## config.mk

```make
export PLATFORM = sky130hd
export DESIGN_NAME = ivp_ctrl
export DESIGN_NICKNAME = d
export VERILOG_FILES = /design/src/ivp_pkg.sv /design/src/ivp_ctrl.sv
export VERILOG_INCLUDE_DIRS = /design/src /design/src/src
export SDC_FILE = /design/constraint.sdc
export NUM_CORES = 1
export LEC_CHECK = 0
export BUFFER_PORTS_ARGS = -buffer_cell sky130_fd_sc_hd__buf_4
export CAP_MARGIN = 20
export CORE_MARGIN = 3
export CORE_UTILIZATION = 40
export DETAILED_ROUTE_END_ITERATION = 12
export PLACE_DENSITY = 0.69
export SLEW_MARGIN = 20
export SYNTH_ARGS = -nofsm -noshare
export SYNTH_HDL_FRONTEND = slang
export SYNTH_SLANG_ARGS = --single-unit
export TNS_END_PERCENT = 20
```

## constraint.sdc

```tcl
create_clock -name i_clk -period 51.2 [get_ports i_clk]
set_input_delay 5.12 -clock i_clk [delete_from_list [all_inputs] [get_ports i_clk]]
set_output_delay 5.12 -clock i_clk [all_outputs]
set_load 0.005 [all_outputs]
```

## src/ivp_regs.svh

```systemverilog
// register indices, field reset values, type tables and timing counts of the interrupt controller
// Contract
// vector address is four times type
// exceptions own types 00h to 07h
// timers types 08h,12h,13h share end type 08
// serial port 1 is type 11h
// serial 0 14h, dma 0Ah/0Bh, pins 0Ch-10h
// trace beats nmi; timer0 beats timer1 beats timer2
// slave mode types of timers, dma programmable
// grant needs enable, clear mask, top priority
// granted type selects the vector
// level pin held until service entered
// fully nested mode drives no acknowledge
// internal type needs no bus cycle
// cascade runs two acknowledge cycles, reads low byte
// bit 3 set masks the source
// bits 2-0 priority, 0 highest, 7 lowest
// edge latch holds rising edge until serviced
// bit 4 level high, else rising edge
// pins 0,1 bit 6 special nested mode
// pins 0,1 bit 5 cascade mode
// slave: pin1/pin0 registers control timer2/timer1
// master and slave expose different register sets
// mode control bit 14 selects slave
// take sets in-service, end-of-interrupt write clears
// equal priority ties go to lower type
`ifndef IVP_REGS_SVH
`define IVP_REGS_SVH
// register indices; byte address is four times the index
`define IVP_IDX_SLV_BASE   8'h20
`define IVP_IDX_END_OF_INT 8'h22
`define IVP_IDX_IN_SERVICE 8'h2c
`define IVP_IDX_CTL_BASE   8'h32
`define IVP_IDX_CTL_LAST   8'h44
`define IVP_IDX_SLV_LAST   8'h3a
`define IVP_IDX_MODE       8'hfe
`define IVP_MODE_SLAVE_BIT 14
`define IVP_NUM_CTL        10
`define IVP_NUM_SRC        12
`define IVP_NUM_EXC        8
`define IVP_CTL_RST_MASTER 8'h0f
`define IVP_CTL_RST_SLAVE  8'h00
`define IVP_WMASK_BASIC    8'h0f
`define IVP_WMASK_PIN      8'h9f
`define IVP_WMASK_PIN01    8'hff
// source order follows the type table, so a lower index is a lower type
`define IVP_MASTER_TYPES {8'h14, 8'h13, 8'h12, 8'h11, 8'h10, 8'h0f, 8'h0e, 8'h0d, 8'h0c, 8'h0b, 8'h0a, 8'h08}
`define IVP_SLAVE_CODES  {3'h0, 3'h5, 3'h4, 3'h0, 3'h0, 3'h0, 3'h0, 3'h0, 3'h0, 3'h3, 3'h2, 3'h0}
`define IVP_SLAVE_SRCS   12'h607
`define IVP_TYPE_TIMER_END 8'h08
`define IVP_TYPE_TRACE     8'h01
`define IVP_LVL_NONE       4'h8
`define IVP_CLK_PERIOD_NS  40
`define IVP_ACK_LOW_NS     80
`define IVP_ACK_CYC ((`IVP_ACK_LOW_NS + `IVP_CLK_PERIOD_NS - 1) / `IVP_CLK_PERIOD_NS)
`endif

```

## src/ivp_pkg.sv

```systemverilog
// types shared by the interrupt controller
package ivp_pkg;
  // layout matches bits 7..0 of a source control register
  typedef struct packed {
    logic       edge_latch_enable;
    logic       special_nested_select;
    logic       cascade_select;
    logic       level_trigger_select;
    logic       source_mask;
    logic [2:0] priority_level;
  } ivp_ctl_t;

  typedef struct packed {
    logic [7:0] type_num;
    logic [9:0] vector_addr;
  } ivp_grant_t;

  typedef enum logic [1:0] {ST_IDLE, ST_ACK1, ST_GAP, ST_ACK2} ivp_ack_st_t;
endpackage

```

## src/ivp_ctrl.sv

```systemverilog
// interrupt controller: source latches, priority resolution, acknowledge and apb registers
//
// Decided for this implementation: the APB register port and the address map.
`timescale 1ns/1ps
`include "ivp_regs.svh"
module ivp_ctrl (
  input  wire logic               i_clk,
  input  wire logic               i_rst_n,
  input  wire logic               i_psel,
  input  wire logic               i_penable,
  input  wire logic               i_pwrite,
  input  wire logic [11:0]        i_paddr,
  input  wire logic [31:0]        i_pwdata,
  output logic      [31:0]        o_prdata,
  output logic                    o_pready,
  output logic                    o_pslverr,
  input  wire logic [7:0]         i_exc_req,
  input  wire logic [2:0]         i_timer_req,
  input  wire logic [1:0]         i_dma_req,
  input  wire logic [1:0]         i_serial_req,
  input  wire logic [4:0]         i_ext_pin,
  input  wire logic               i_if_flag,
  input  wire logic               i_cpu_ack,
  input  wire logic [7:0]         i_muxed_bus_low_byte,
  output logic                    o_irq_req,
  output logic                    o_inta_n,
  output logic                    o_grant_valid,
  output ivp_pkg::ivp_grant_t     o_grant
);
  localparam int ACK_CYC = `IVP_ACK_CYC;
  localparam logic [95:0] MTYPES = `IVP_MASTER_TYPES;
  localparam logic [35:0] SCODES = `IVP_SLAVE_CODES;

  ivp_pkg::ivp_ctl_t    ctl_ff [`IVP_NUM_CTL];
  ivp_pkg::ivp_ctl_t    ctl_of [`IVP_NUM_SRC];
  ivp_pkg::ivp_ack_st_t st_ff;
  ivp_pkg::ivp_ack_st_t nxt_st;
  logic [7:0]  type_of [`IVP_NUM_SRC];
  logic        slave_ff;
  logic [4:0]  slv_base_ff;
  logic [11:0] in_service_bits_ff;
  logic [7:0]  exc_pend_ff;
  logic [11:0] pend;
  logic [11:0] elig;
  logic [11:0] active;
  logic [11:0] take_src;
  logic [11:0] int_req;
  logic [11:0] end_clr;
  logic [4:0]  pin_s1_ff;
  logic [4:0]  pin_s2_ff;
  logic [4:0]  pin_d_ff;
  logic [4:0]  pin_rise;
  logic [7:0]  bus_s1_ff;
  logic [7:0]  bus_s2_ff;
  logic [3:0]  isr_min;
  logic [3:0]  best_idx;
  logic [3:0]  best_lvl;
  logic        found;
  logic        exc_hit;
  logic [2:0]  exc_sel;
  logic        take;
  logic        take_casc;
  logic [7:0]  take_type;
  logic [7:0]  held_type_ff;
  logic [1:0]  cnt_ff;
  logic        cnt_last;
  logic [1:0]  casc_wait_ff;
  logic [7:0]  idx;
  logic        hit;
  logic [31:0] rd_data;
  logic        wr_en;
  logic [15:0] in_service_view;

  // pins come from outside the clock domain; two flops before any logic
  always_ff @(posedge i_clk or negedge i_rst_n) begin
    if (!i_rst_n) begin
      pin_s1_ff <= 5'h00;
      pin_s2_ff <= 5'h00;
      pin_d_ff  <= 5'h00;
      bus_s1_ff <= 8'h00;
      bus_s2_ff <= 8'h00;
    end else begin
      pin_s1_ff <= i_ext_pin;
      pin_s2_ff <= pin_s1_ff;
      pin_d_ff  <= pin_s2_ff;
      bus_s1_ff <= i_muxed_bus_low_byte;
      bus_s2_ff <= bus_s1_ff;
    end
  end
  assign pin_rise = pin_s2_ff & ~pin_d_ff;

  assign int_req = {i_serial_req[0], i_timer_req[2], i_timer_req[1], i_serial_req[1],
                    5'h00, i_dma_req[1], i_dma_req[0], i_timer_req[0]};
  assign active  = slave_ff ? `IVP_SLAVE_SRCS : 12'hfff;

  // per-source control view, type and pending state
  for (genvar gi = 0; gi < `IVP_NUM_SRC; gi++) begin : g_src
    localparam int RM = (gi == 0 || gi == 9 || gi == 10) ? 0 : (gi == 11) ? 9 : gi;
    localparam int RS = (gi == 9) ? 3 : (gi == 10) ? 4 : RM;
    assign ctl_of[gi] = slave_ff ? ctl_ff[RS] : ctl_ff[RM];
    assign type_of[gi] = slave_ff ? {slv_base_ff, SCODES[3*gi +: 3]}
                                  : MTYPES[8*gi +: 8];
    if (gi >= 3 && gi <= 7) begin : g_pin
      logic lat_ff;
      always_ff @(posedge i_clk or negedge i_rst_n) begin
        if (!i_rst_n) begin
          lat_ff <= 1'b0;
        end else begin
          // a new edge in the take cycle survives the clear
          lat_ff <= (lat_ff & ~take_src[gi]) | (pin_rise[gi-3]
                    & ctl_of[gi].edge_latch_enable & ~ctl_of[gi].level_trigger_select);
        end
      end
      // level mode relies on the pin staying high until service starts
      assign pend[gi] = ctl_of[gi].level_trigger_select ? pin_s2_ff[gi-3]
                      : (lat_ff | (pin_rise[gi-3] & ~ctl_of[gi].edge_latch_enable));
    end else begin : g_int
      logic req_ff;
      always_ff @(posedge i_clk or negedge i_rst_n) begin
        if (!i_rst_n) begin
          req_ff <= 1'b0;
        end else begin
          req_ff <= (req_ff & ~take_src[gi]) | int_req[gi];
        end
      end
      assign pend[gi] = req_ff;
    end
    // special nested lets pins 0 and 1 re-enter at their own level
    assign elig[gi] = pend[gi] & active[gi] & i_if_flag & ~ctl_of[gi].source_mask
                    & (({1'b0, ctl_of[gi].priority_level} < isr_min)
                    | ((gi == 3 || gi == 4) & ~slave_ff & ctl_of[gi].special_nested_select
                       & ({1'b0, ctl_of[gi].priority_level} <= isr_min)));
    assign take_src[gi] = take & ~exc_hit & (best_idx == 4'(gi));
    assign end_clr[gi] = wr_en & (idx == `IVP_IDX_END_OF_INT)
                       & ((i_pwdata[7:0] == type_of[gi])
                       | (~slave_ff & (gi == 9 || gi == 10)
                          & (i_pwdata[7:0] == `IVP_TYPE_TIMER_END)));
  end

  // highest priority among sources already in service
  always_comb begin
    isr_min = `IVP_LVL_NONE;
    for (int i = 0; i < `IVP_NUM_SRC; i++) begin
      if (in_service_bits_ff[i] && ({1'b0, ctl_of[i].priority_level} < isr_min)) begin
        isr_min = {1'b0, ctl_of[i].priority_level};
      end
    end
  end

  // lowest level wins; scanning down with <= leaves the lowest type on a tie
  always_comb begin
    best_idx = 4'h0;
    best_lvl = `IVP_LVL_NONE;
    found    = 1'b0;
    for (int i = `IVP_NUM_SRC - 1; i >= 0; i--) begin
      if (elig[i] && ({1'b0, ctl_of[i].priority_level} <= best_lvl)) begin
        best_idx = 4'(i);
        best_lvl = {1'b0, ctl_of[i].priority_level};
        found    = 1'b1;
      end
    end
  end

  // exceptions are never masked; lowest type first puts trace ahead of nmi
  always_comb begin
    exc_sel = 3'h0;
    for (int i = `IVP_NUM_EXC - 1; i >= 0; i--) begin
      if (exc_pend_ff[i]) begin
        exc_sel = 3'(i);
      end
    end
  end
  assign exc_hit = |exc_pend_ff;

  always_ff @(posedge i_clk or negedge i_rst_n) begin
    if (!i_rst_n) begin
      exc_pend_ff <= 8'h00;
    end else begin
      exc_pend_ff <= (exc_pend_ff & ~((take & exc_hit) ? (8'h01 << exc_sel) : 8'h00)) | i_exc_req;
    end
  end

  assign take      = i_cpu_ack & o_irq_req & (st_ff == ivp_pkg::ST_IDLE) & (exc_hit | found);
  assign take_type = exc_hit ? {5'h00, exc_sel} : type_of[best_idx];
  assign take_casc = ~exc_hit & ~slave_ff & (best_idx == 4'd3 || best_idx == 4'd4)
                   & ctl_of[best_idx].cascade_select;

  always_ff @(posedge i_clk or negedge i_rst_n) begin
    if (!i_rst_n) begin
      in_service_bits_ff <= 12'h000;
    end else begin
      in_service_bits_ff <= (in_service_bits_ff & ~end_clr) | take_src;
    end
  end

  // acknowledge sequencer; only cascade takes leave idle
  assign cnt_last = (cnt_ff == 2'(ACK_CYC - 1));
  always_comb begin
    nxt_st = st_ff;
    case (st_ff)
      ivp_pkg::ST_IDLE: if (take && take_casc) nxt_st = ivp_pkg::ST_ACK1;
      ivp_pkg::ST_ACK1: if (cnt_last) nxt_st = ivp_pkg::ST_GAP;
      ivp_pkg::ST_GAP:  if (cnt_last) nxt_st = ivp_pkg::ST_ACK2;
      ivp_pkg::ST_ACK2: if (cnt_last) nxt_st = ivp_pkg::ST_IDLE;
      default:          nxt_st = ivp_pkg::ST_IDLE;
    endcase
  end

  always_ff @(posedge i_clk or negedge i_rst_n) begin
    if (!i_rst_n) begin
      st_ff        <= ivp_pkg::ST_IDLE;
      cnt_ff       <= 2'h0;
      casc_wait_ff <= 2'h0;
    end else begin
      st_ff  <= nxt_st;
      cnt_ff <= (nxt_st != st_ff) ? 2'h0 : cnt_ff + 2'h1;
      // bus byte of the second cycle needs two more edges through the synchroniser
      casc_wait_ff <= {casc_wait_ff[0], (st_ff == ivp_pkg::ST_ACK2) & cnt_last};
    end
  end

  always_ff @(posedge i_clk or negedge i_rst_n) begin
    if (!i_rst_n) begin
      o_inta_n     <= 1'b1;
      held_type_ff <= 8'h00;
    end else begin
      // low only inside cascade cycles; nested mode never pulses it
      o_inta_n <= ~(nxt_st == ivp_pkg::ST_ACK1 || nxt_st == ivp_pkg::ST_ACK2);
      if (take) begin
        held_type_ff <= take_type;
      end
    end
  end

  always_ff @(posedge i_clk or negedge i_rst_n) begin
    if (!i_rst_n) begin
      o_grant_valid <= 1'b0;
      o_grant       <= '0;
    end else begin
      o_grant_valid <= 1'b0;
      if (take && !take_casc) begin
        o_grant_valid <= 1'b1;
        o_grant       <= {take_type, take_type, 2'b00};
      end else if (casc_wait_ff[1]) begin
        // type driven in the second cycle, two synchroniser flops later
        o_grant_valid <= 1'b1;
        o_grant       <= {bus_s2_ff, bus_s2_ff, 2'b00};
      end
    end
  end

  always_ff @(posedge i_clk or negedge i_rst_n) begin
    if (!i_rst_n) begin
      o_irq_req <= 1'b0;
    end else begin
      o_irq_req <= (exc_hit | found) & (nxt_st == ivp_pkg::ST_IDLE) & ~take
                   & ~((st_ff == ivp_pkg::ST_ACK2) & cnt_last) & ~casc_wait_ff[0];
    end
  end

  // apb slave: decode in setup, answer with one wait-free access cycle
  assign idx   = i_paddr[9:2];
  assign wr_en = i_psel & i_penable & o_pready & i_pwrite & hit;

  always_comb begin
    in_service_view = 16'h0000;
    if (slave_ff) begin
      in_service_view[0]   = in_service_bits_ff[0];
      in_service_view[3:2] = in_service_bits_ff[2:1];
      in_service_view[5:4] = in_service_bits_ff[10:9];
    end else begin
      in_service_view[0]   = |{in_service_bits_ff[10:9], in_service_bits_ff[0]};
      in_service_view[3:2] = in_service_bits_ff[2:1];
      in_service_view[8:4] = in_service_bits_ff[7:3];
      in_service_view[9]   = in_service_bits_ff[8];
      in_service_view[10]  = in_service_bits_ff[11];
    end
  end

  always_comb begin
    hit     = 1'b0;
    rd_data = 32'h0000_0000;
    if (i_paddr[11:10] == 2'b00 && i_paddr[1:0] == 2'b00) begin
      if (idx == `IVP_IDX_MODE) begin
        hit = 1'b1;
        rd_data[`IVP_MODE_SLAVE_BIT] = slave_ff;
      end else if (idx == `IVP_IDX_IN_SERVICE) begin
        hit     = 1'b1;
        rd_data = {16'h0000, in_service_view};
      end else if (idx == `IVP_IDX_END_OF_INT) begin
        hit = 1'b1;
      end else if (idx == `IVP_IDX_SLV_BASE) begin
        hit     = slave_ff;
        rd_data = slave_ff ? {24'h0, slv_base_ff, 3'h0} : 32'h0;
      end else if (idx >= `IVP_IDX_CTL_BASE && !idx[0]
                   && idx <= (slave_ff ? `IVP_IDX_SLV_LAST : `IVP_IDX_CTL_LAST)) begin
        hit     = 1'b1;
        rd_data = {24'h0, ctl_ff[4'((idx - `IVP_IDX_CTL_BASE) >> 1)]};
      end
    end
  end

  always_ff @(posedge i_clk or negedge i_rst_n) begin
    if (!i_rst_n) begin
      o_pready  <= 1'b0;
      o_pslverr <= 1'b0;
      o_prdata  <= 32'h0000_0000;
    end else begin
      o_pready  <= i_psel & ~i_penable;
      o_pslverr <= i_psel & ~i_penable & ~hit;
      o_prdata  <= (i_psel & ~i_penable & ~i_pwrite) ? rd_data : 32'h0000_0000;
    end
  end

  // a mode change reloads every control register with that mode's reset value
  always_ff @(posedge i_clk or negedge i_rst_n) begin
    if (!i_rst_n) begin
      slave_ff    <= 1'b0;
      slv_base_ff <= 5'h00;
      for (int r = 0; r < `IVP_NUM_CTL; r++) begin
        ctl_ff[r] <= `IVP_CTL_RST_MASTER;
      end
    end else if (wr_en && idx == `IVP_IDX_MODE) begin
      slave_ff <= i_pwdata[`IVP_MODE_SLAVE_BIT];
      if (i_pwdata[`IVP_MODE_SLAVE_BIT] != slave_ff) begin
        for (int r = 0; r < `IVP_NUM_CTL; r++) begin
          ctl_ff[r] <= i_pwdata[`IVP_MODE_SLAVE_BIT] ? `IVP_CTL_RST_SLAVE
                                                      : `IVP_CTL_RST_MASTER;
        end
      end
    end else if (wr_en && idx == `IVP_IDX_SLV_BASE) begin
      slv_base_ff <= i_pwdata[7:3];
    end else if (wr_en && idx >= `IVP_IDX_CTL_BASE) begin
      for (int r = 0; r < `IVP_NUM_CTL; r++) begin
        if (idx == `IVP_IDX_CTL_BASE + 8'(2 * r)) begin
          // reserved bits stay zero; mode bits exist on the pin registers only
          ctl_ff[r] <= i_pwdata[7:0] & ((slave_ff || r < 3 || r > 7) ? `IVP_WMASK_BASIC
                       : (r < 5) ? `IVP_WMASK_PIN01 : `IVP_WMASK_PIN);
        end
      end
    end
  end
endmodule // ivp_ctrl

```

=== Word-level counts from Yosys, hierarchy flattened ===
Index checks and enable logic that the tools add are counted.
W data, S select, Z words.

* Flip-flop bits (word level): 210
* Input port bits: 79
* Output and inout port bits: 55
* Logic and storage cells: 585

* $add $sub $neg: 2
* $lt $le $gt $ge: 41
* Eq/ne operators: 48
* Shift operators: 1
* Mux-type cells: 133
* Bitwise operators: 203
* Reduce and logical (&&, ||, !) cells: 65

{| class="wikitable"
|+ Operator list
! cell !! number
|-
| $mux W80 || 4
|-
| $mux W8 || 34
|-
| $mux W32 || 5
|-
| $mux W4 || 37
|-
| $and A1 B1 Y1 || 125
|-
| $bmux W8 S4 || 3
|-
| $eq A8 B8 Y1 || 12
|-
| $lt A3 B4 Y1 || 23
|-
| $eq A8 B6 Y1 const B || 10
|-
| $le A3 B4 Y1 || 13
|-
| $not A1 Y1 || 44
|-
| $reduce_and A4 Y1 || 10
|-
| $mux W18 || 2
|-
| $logic_and A1 B1 Y1 || 31
|-
| $mux W1 || 27
|-
| $and A8 B8 Y8 || 3
|-
| $eq A8 B7 Y1 const B || 3
|-
| $mux W3 || 8
|-
| $reduce_bool A2 Y1 || 12
|-
| $or A1 B1 Y1 || 22
|-
| $mux W17 || 1
|-
| $eq A4 B3 Y1 const B || 4
|-
| $eq A4 B4 Y1 const B || 4
|-
| $mux W14 || 1
|-
| other kinds (38) || 55
|}

=== Depth between registers and ports, before layout ===
* Depth after elaboration: 84
* Mapped depth: 178
* Gate-level depth less buffers: 174

=== Least setup slack after synthesis ===
Ideal clock, no wire load.

* Kind: reg-to-reg
* Start: register in_service_bits_ff[0]
* End: register o_grant[11] (netlist bit)
* Library setup time: 0.125 ns
* Arrival: 30.758 ns
* Data required time: 51.075 ns
* Path slack: 20.317 ns
* Cell stages (with the launch flop): 172
* Path buffers: 4
* Period minus slack after synthesis: 30.883 ns
* Cells stage by stage: dfrtp_1 > buf_2 > nand2_1 > ha_1 > a21oi_1 > nand3_1 > a32oi_1 > ha_1 > o221ai_1 > o211ai_1 > nand2_1 > o21ai_0 > ha_1 > o21ai_0 > a22o_1 > o21bai_1 > a211o_1 > a21boi_0 > (+136 left out) > a32oi_1 > a21oi_2 > and2b_1 > a221oi_1 > ha_1 > nor2b_1 > o21ai_0 > inv_1 > o21ai_0 > inv_1 > a21oi_1 > or3_1 > ha_1 > nand2_1 > nor3_1 > o311ai_4 > o21ai_4 > mux2_4

* Word-level cells in the longest chain between the ends: 79
* Elaborated cells on any way between the ends: 141
* Classes of those cells: order compare: 36; eq/ne: 2; mux: 55; bitwise: 21; reduce/logical: 27

{| class="wikitable"
|+ RTL lines
! what !! line !! RTL
|-
| start, declared || ivp_ctrl.sv:41 || <nowiki>logic [11:0] in_service_bits_ff;</nowiki>
|-
| start signal, assigned || ivp_ctrl.sv:192 || <nowiki>in_service_bits_ff <= (in_service_bits_ff & ~end_clr) | take_src;</nowiki>
|-
| $mux W4 * || ivp_ctrl.sv:144 || <nowiki>if (in_service_bits_ff[i] && ({1'b0, ctl_of[i].priority_level} < isr_min)) begin</nowiki>
|-
| $lt A3 B4 Y1 || ivp_ctrl.sv:144 ||
|-
| $logic_and A1 B1 Y1 || ivp_ctrl.sv:144 ||
|-
| $mux W4 * || ivp_ctrl.sv:144 ||
|-
| $lt A3 B4 Y1 || ivp_ctrl.sv:144 ||
|-
| $logic_and A1 B1 Y1 || ivp_ctrl.sv:144 ||
|-
| $mux W4 * || ivp_ctrl.sv:144 ||
|-
| $lt A3 B4 Y1 || ivp_ctrl.sv:144 ||
|-
| (+62 left out) || n/a ||
|-
| $mux W4 || ivp_ctrl.sv:156 || <nowiki>if (elig[i] && ({1'b0, ctl_of[i].priority_level} <= best_lvl)) begin</nowiki>
|-
| $not A4 Y5 (implied by the code) || ivp_ctrl.sv:184, ivp_ctrl.sv:186 ||
|-
| $bmux W8 S4 || ivp_ctrl.sv:186 || <nowiki>& ctl_of[best_idx].cascade_select;</nowiki>
|-
| $mux W6 (implied by the code) (2 in series) || ivp_ctrl.sv:186 ||
|-
| $and A1 B1 Y1 || ivp_ctrl.sv:186 ||
|-
| $logic_not A1 Y1 || ivp_ctrl.sv:241 || <nowiki>if (take && !take_casc) begin</nowiki>
|-
| $logic_and A1 B1 Y1 || ivp_ctrl.sv:241 ||
|-
| $mux W18 or $reduce_bool A2 Y1 (tied branches) || n/a ||
|-
| end signal, assigned || ivp_ctrl.sv:243 || <nowiki>o_grant <= {take_type, take_type, 2'b00};</nowiki>
|-
| end signal, assigned || ivp_ctrl.sv:247 || <nowiki>o_grant <= {bus_s2_ff, bus_s2_ff, 2'b00};</nowiki>
|-
| end, declared || ivp_ctrl.sv:28 || <nowiki>output ivp_pkg::ivp_grant_t o_grant</nowiki>
|}

Every way passes the cells marked *; elsewhere a longest branch is shown, timed or not. The select of a mux whose other input is x is not followed.
A chain may end at the register's enable or synchronous reset.

=== Worst setup path in the final report ===
Ends and elaborated chain as after synthesis.

==> impl_metrics.yaml <==
power_and_ir_drop:
  ir_worst_vdd_uv: 23.7
  switching_share: 0.257
  p_leak_nw: 5.78
  p_int_mw: 0.203
  p_comb_frac: 0.071
  power.density_nw_per_um2: 20.3
  seqPwrFrac: 0.456
  clockPowerShare: 0.474
  switching_power_mw: 0.0703
timing:
  fin_ws_ns: 13.59
  period_needed_ns: 37.61
  slew_viol_final: 0
  fin_tns_setup_ns: 0
  hold_slack_ns: 0.348
  tightest_slew_ns: 1.15
  clock.fmax_mhz: 26.6
  final-hold-violation-count: 0
  clock_skew_ns: 0.0115
  slew_headroom: 0.215
  period_share: 0.735
  setup_viol_count_final: 0
  rsz0062_at_grt: "false"
placement:
  port-buffer-count: 88
  gp_congestion: 0.941
  dp_hpwl_um: 29100
  placedCellCount: 1783
  place_ws_ns: 14.39
run:
  maxCapViolations: 0
route:
  drtPass1Iterations: 7
  vias: 11100
  wire_per_inst_um: 20.8
  ant_nets: 0
  drtIter0Drc: 1059
  routed_wl_um: 37900
  via_per_inst: 6.10
  drc_errors: 0
logic_synthesis:
  synth_edf_count: 0
  synth.yosys.seq_area_share: 0.326
  synth_cell_type_count: 97
  yosys_warnings: 0
  synth-seq-cells: 154
  synthCells: 1350
  async_flop_share: 1.00
  synth_top_area_share: 0.236
  synth_top_cell_by_area: "dfrtp_1"
  synth_area_per_cell_um2: 8.88
  synthFlopType: "dfrtp_1"
  synth_area_um2: 12000
  ys_top_cells_by_area: "dfrtp_1, ha_1, dfstp_2"
floorplan:
  die_area_um2: 32100
  coreArea_um2: 29100
  chipWidth_um: 179
  ios: 134
  fp-row-count: 62
  start_util: 0.412
  die_h_um: 179
cts:
  htree_levels: 4
  cts_tree: "built"
  clk_pin_slew_ns: 0.06
  cts_resized: 0
  cts.sinks: 154
  clk_latency_ns: 0.44
  cts-buffers-inserted: 17
  clk_path_buf_depth: 2
  cts_root_buffer: "clkbuf_16"
  cts_setup_buffers: 0
  postCtsHoldBufs: 0
finish:
  fill_cells: 2772
  final_util: 0.464
  final_cell_mix: "nand2_1, dfrtp_1, o21ai_0"
  diodes: 0
  seq_area_um2: 3910
  syn_to_final_growth_pct: 12.6
  final_layout_size_suffix_gt1_frac: 0.172
  fin_nets: 1593
  finalNonFillerCells: 1816
  multiInputGateArea_um2: 7540
  mostFrequentLayoutCell: "nand2_1"
global_route:
  grt_util_all_layers: 0.236
  antenna_found_initial: 0
  overflow: 0
  grt_pass1_vias: 10600
  grt_max_degree: 80
  grt_pass1_wl_um: 59000
setup_path:
  cp.arrival_ns: 37.93
  crit_path_end_kind: "flop"
  crit_required_ns: 51.52
  cpPeakStageDelay_ns: 0.76
  critPathMostFrequentCell: "ha_1"
  cp_max_fo: 15
  critPathSlowestCell: "a221oi_2"
  crit_family: "compound AO/OA/AOI/OAI gates"
  critPathLaunchType: "flop"
  path_class: "flop to flop"
  critPathBufInv: 10
outcome:
  status: "finished, final reports clean"
worst_hold_path:
  hold_path_class: "flop to flop"
cells in the mapped netlist (7+ instances only):
master,n
o21a_1,26
xnor2_1,7
dfstp_2,41
a21oi_1,57
a31oi_1,16
nor4b_1,7
o21ai_1,10
mux2_2,32
mux4_2,10
nand2b_1,25
and2_1,16
a21o_1,34
o211ai_1,13
o21ai_0,112
a22o_1,9
ha_1,95
mux2i_1,21
nor3_1,41
buf_4,30
o31ai_1,16
nor4_1,14
or3_1,12
clkbuf_1,30
nand2_1,154
inv_1,65
and3_1,13
nand3_1,36
o21bai_1,8
a22oi_1,12
o31a_1,7
a211oi_1,12
nor2_1,83
dfrtp_1,113
nor2b_1,18
metal layers:
layer	vias to the layer above	track usage	part of all wire
li1	5135	-	-
met1	5380	0.320	0.43
met2	479	0.383	0.46
met3	75	0.0358	0.072
met4	0	0.0854	0.032
met5	-	0	0
registers in the layout, indices dropped and copies added (netlist names):
| name | count |
|---|---|
| o_irq_req | 1 |
| exc_pend_ff | 8 |
| o_pready | 1 |
| g_src.g_int.req_ff | 7 |
| g_src.g_pin.lat_ff | 5 |
| pin_s1_ff | 5 |
| slv_base_ff | 5 |
| cnt_ff | 2 |
| slave_ff | 1 |
| casc_wait_ff | 2 |
| st_ff | 2 |
| pin_s2_ff | 5 |
| o_grant | 8 |
| o_grant_valid | 1 |
| bus_s1_ff | 8 |
| pin_d_ff | 5 |
| o_pslverr | 1 |
| in_service_bits_ff | 12 |
| o_prdata | 12 |
| o_inta_n | 1 |
| bus_s2_ff | 8 |
| ctl_ff | 54 |
path summary, 6_finish.rpt:
kind	startpoint	end	slack [ns]	cells after the start
worst min-delay path	bus_s1_ff[1]$_DFF_PN0_	bus_s2_ff[1]$_DFF_PN0_	0.35	0
worst min register to register	bus_s1_ff[1]$_DFF_PN0_	bus_s2_ff[1]$_DFF_PN0_	0.35	0
max in group asynchronous	i_rst_n	g_src[2].g_int.req_ff$_DFF_PN0_	45.01	2
worst max register to register	in_service_bits_ff[0]$_DFF_PN0_	o_grant[11]$_DFFE_PN0P_	13.59	167
worst max-delay path	in_service_bits_ff[0]$_DFF_PN0_	o_grant[11]$_DFFE_PN0P_	13.59	167
min in group asynchronous	i_rst_n	o_grant[16]$_DFFE_PN0P_	4.69	1
kinds of logic (layout without fill, tap and decap cells):
family          Yosys count  count (layout)  synth area share
flops                   154             154             0.326
xor+xnor                 13              13           0.00950
simple gates            464             464             0.193
mux                      65              65            0.0689
compound gates          425             425             0.251
fa+ha+maj                95              95            0.0991
buf+inv                 133             194            0.0525
other cells               1              22          0.000313
power by group through the flow:
stage	clock network (mW)	logic, mW	registers (mW)
after floorplan	0	0.00980	0.127
after global placement	0	0.0189	0.127
after detailed placement	0	0.0192	0.127
after CTS	0.131	0.0192	0.125
after global routing	0.136	0.0212	0.125
final	0.130	0.0193	0.125
per-stage QoR:
| step | instance area, µm² | total power [mW] |
|---|---|---|
| 2_1_floorplan | 12100 | 0.136 |
| 3_3_place_gp | 12900 | 0.146 |
| 3_5_place_dp | 12900 | 0.146 |
| 4_1_cts | 13500 | 0.275 |
| 5_1_grt | 13500 | 0.282 |
| 6_report | 13500 | 0.273 |
area by class of cell:
class,instances,area share
clock buffer,19,0.0336
timing repair buffer,96,0.0535
multi-input combinational,1084,0.559
sequential,154,0.289
tap,384,0.0356
inverter,66,0.0184
clock inverter,13,0.0108
Note: power is estimated with default switching activity, not from simulation.
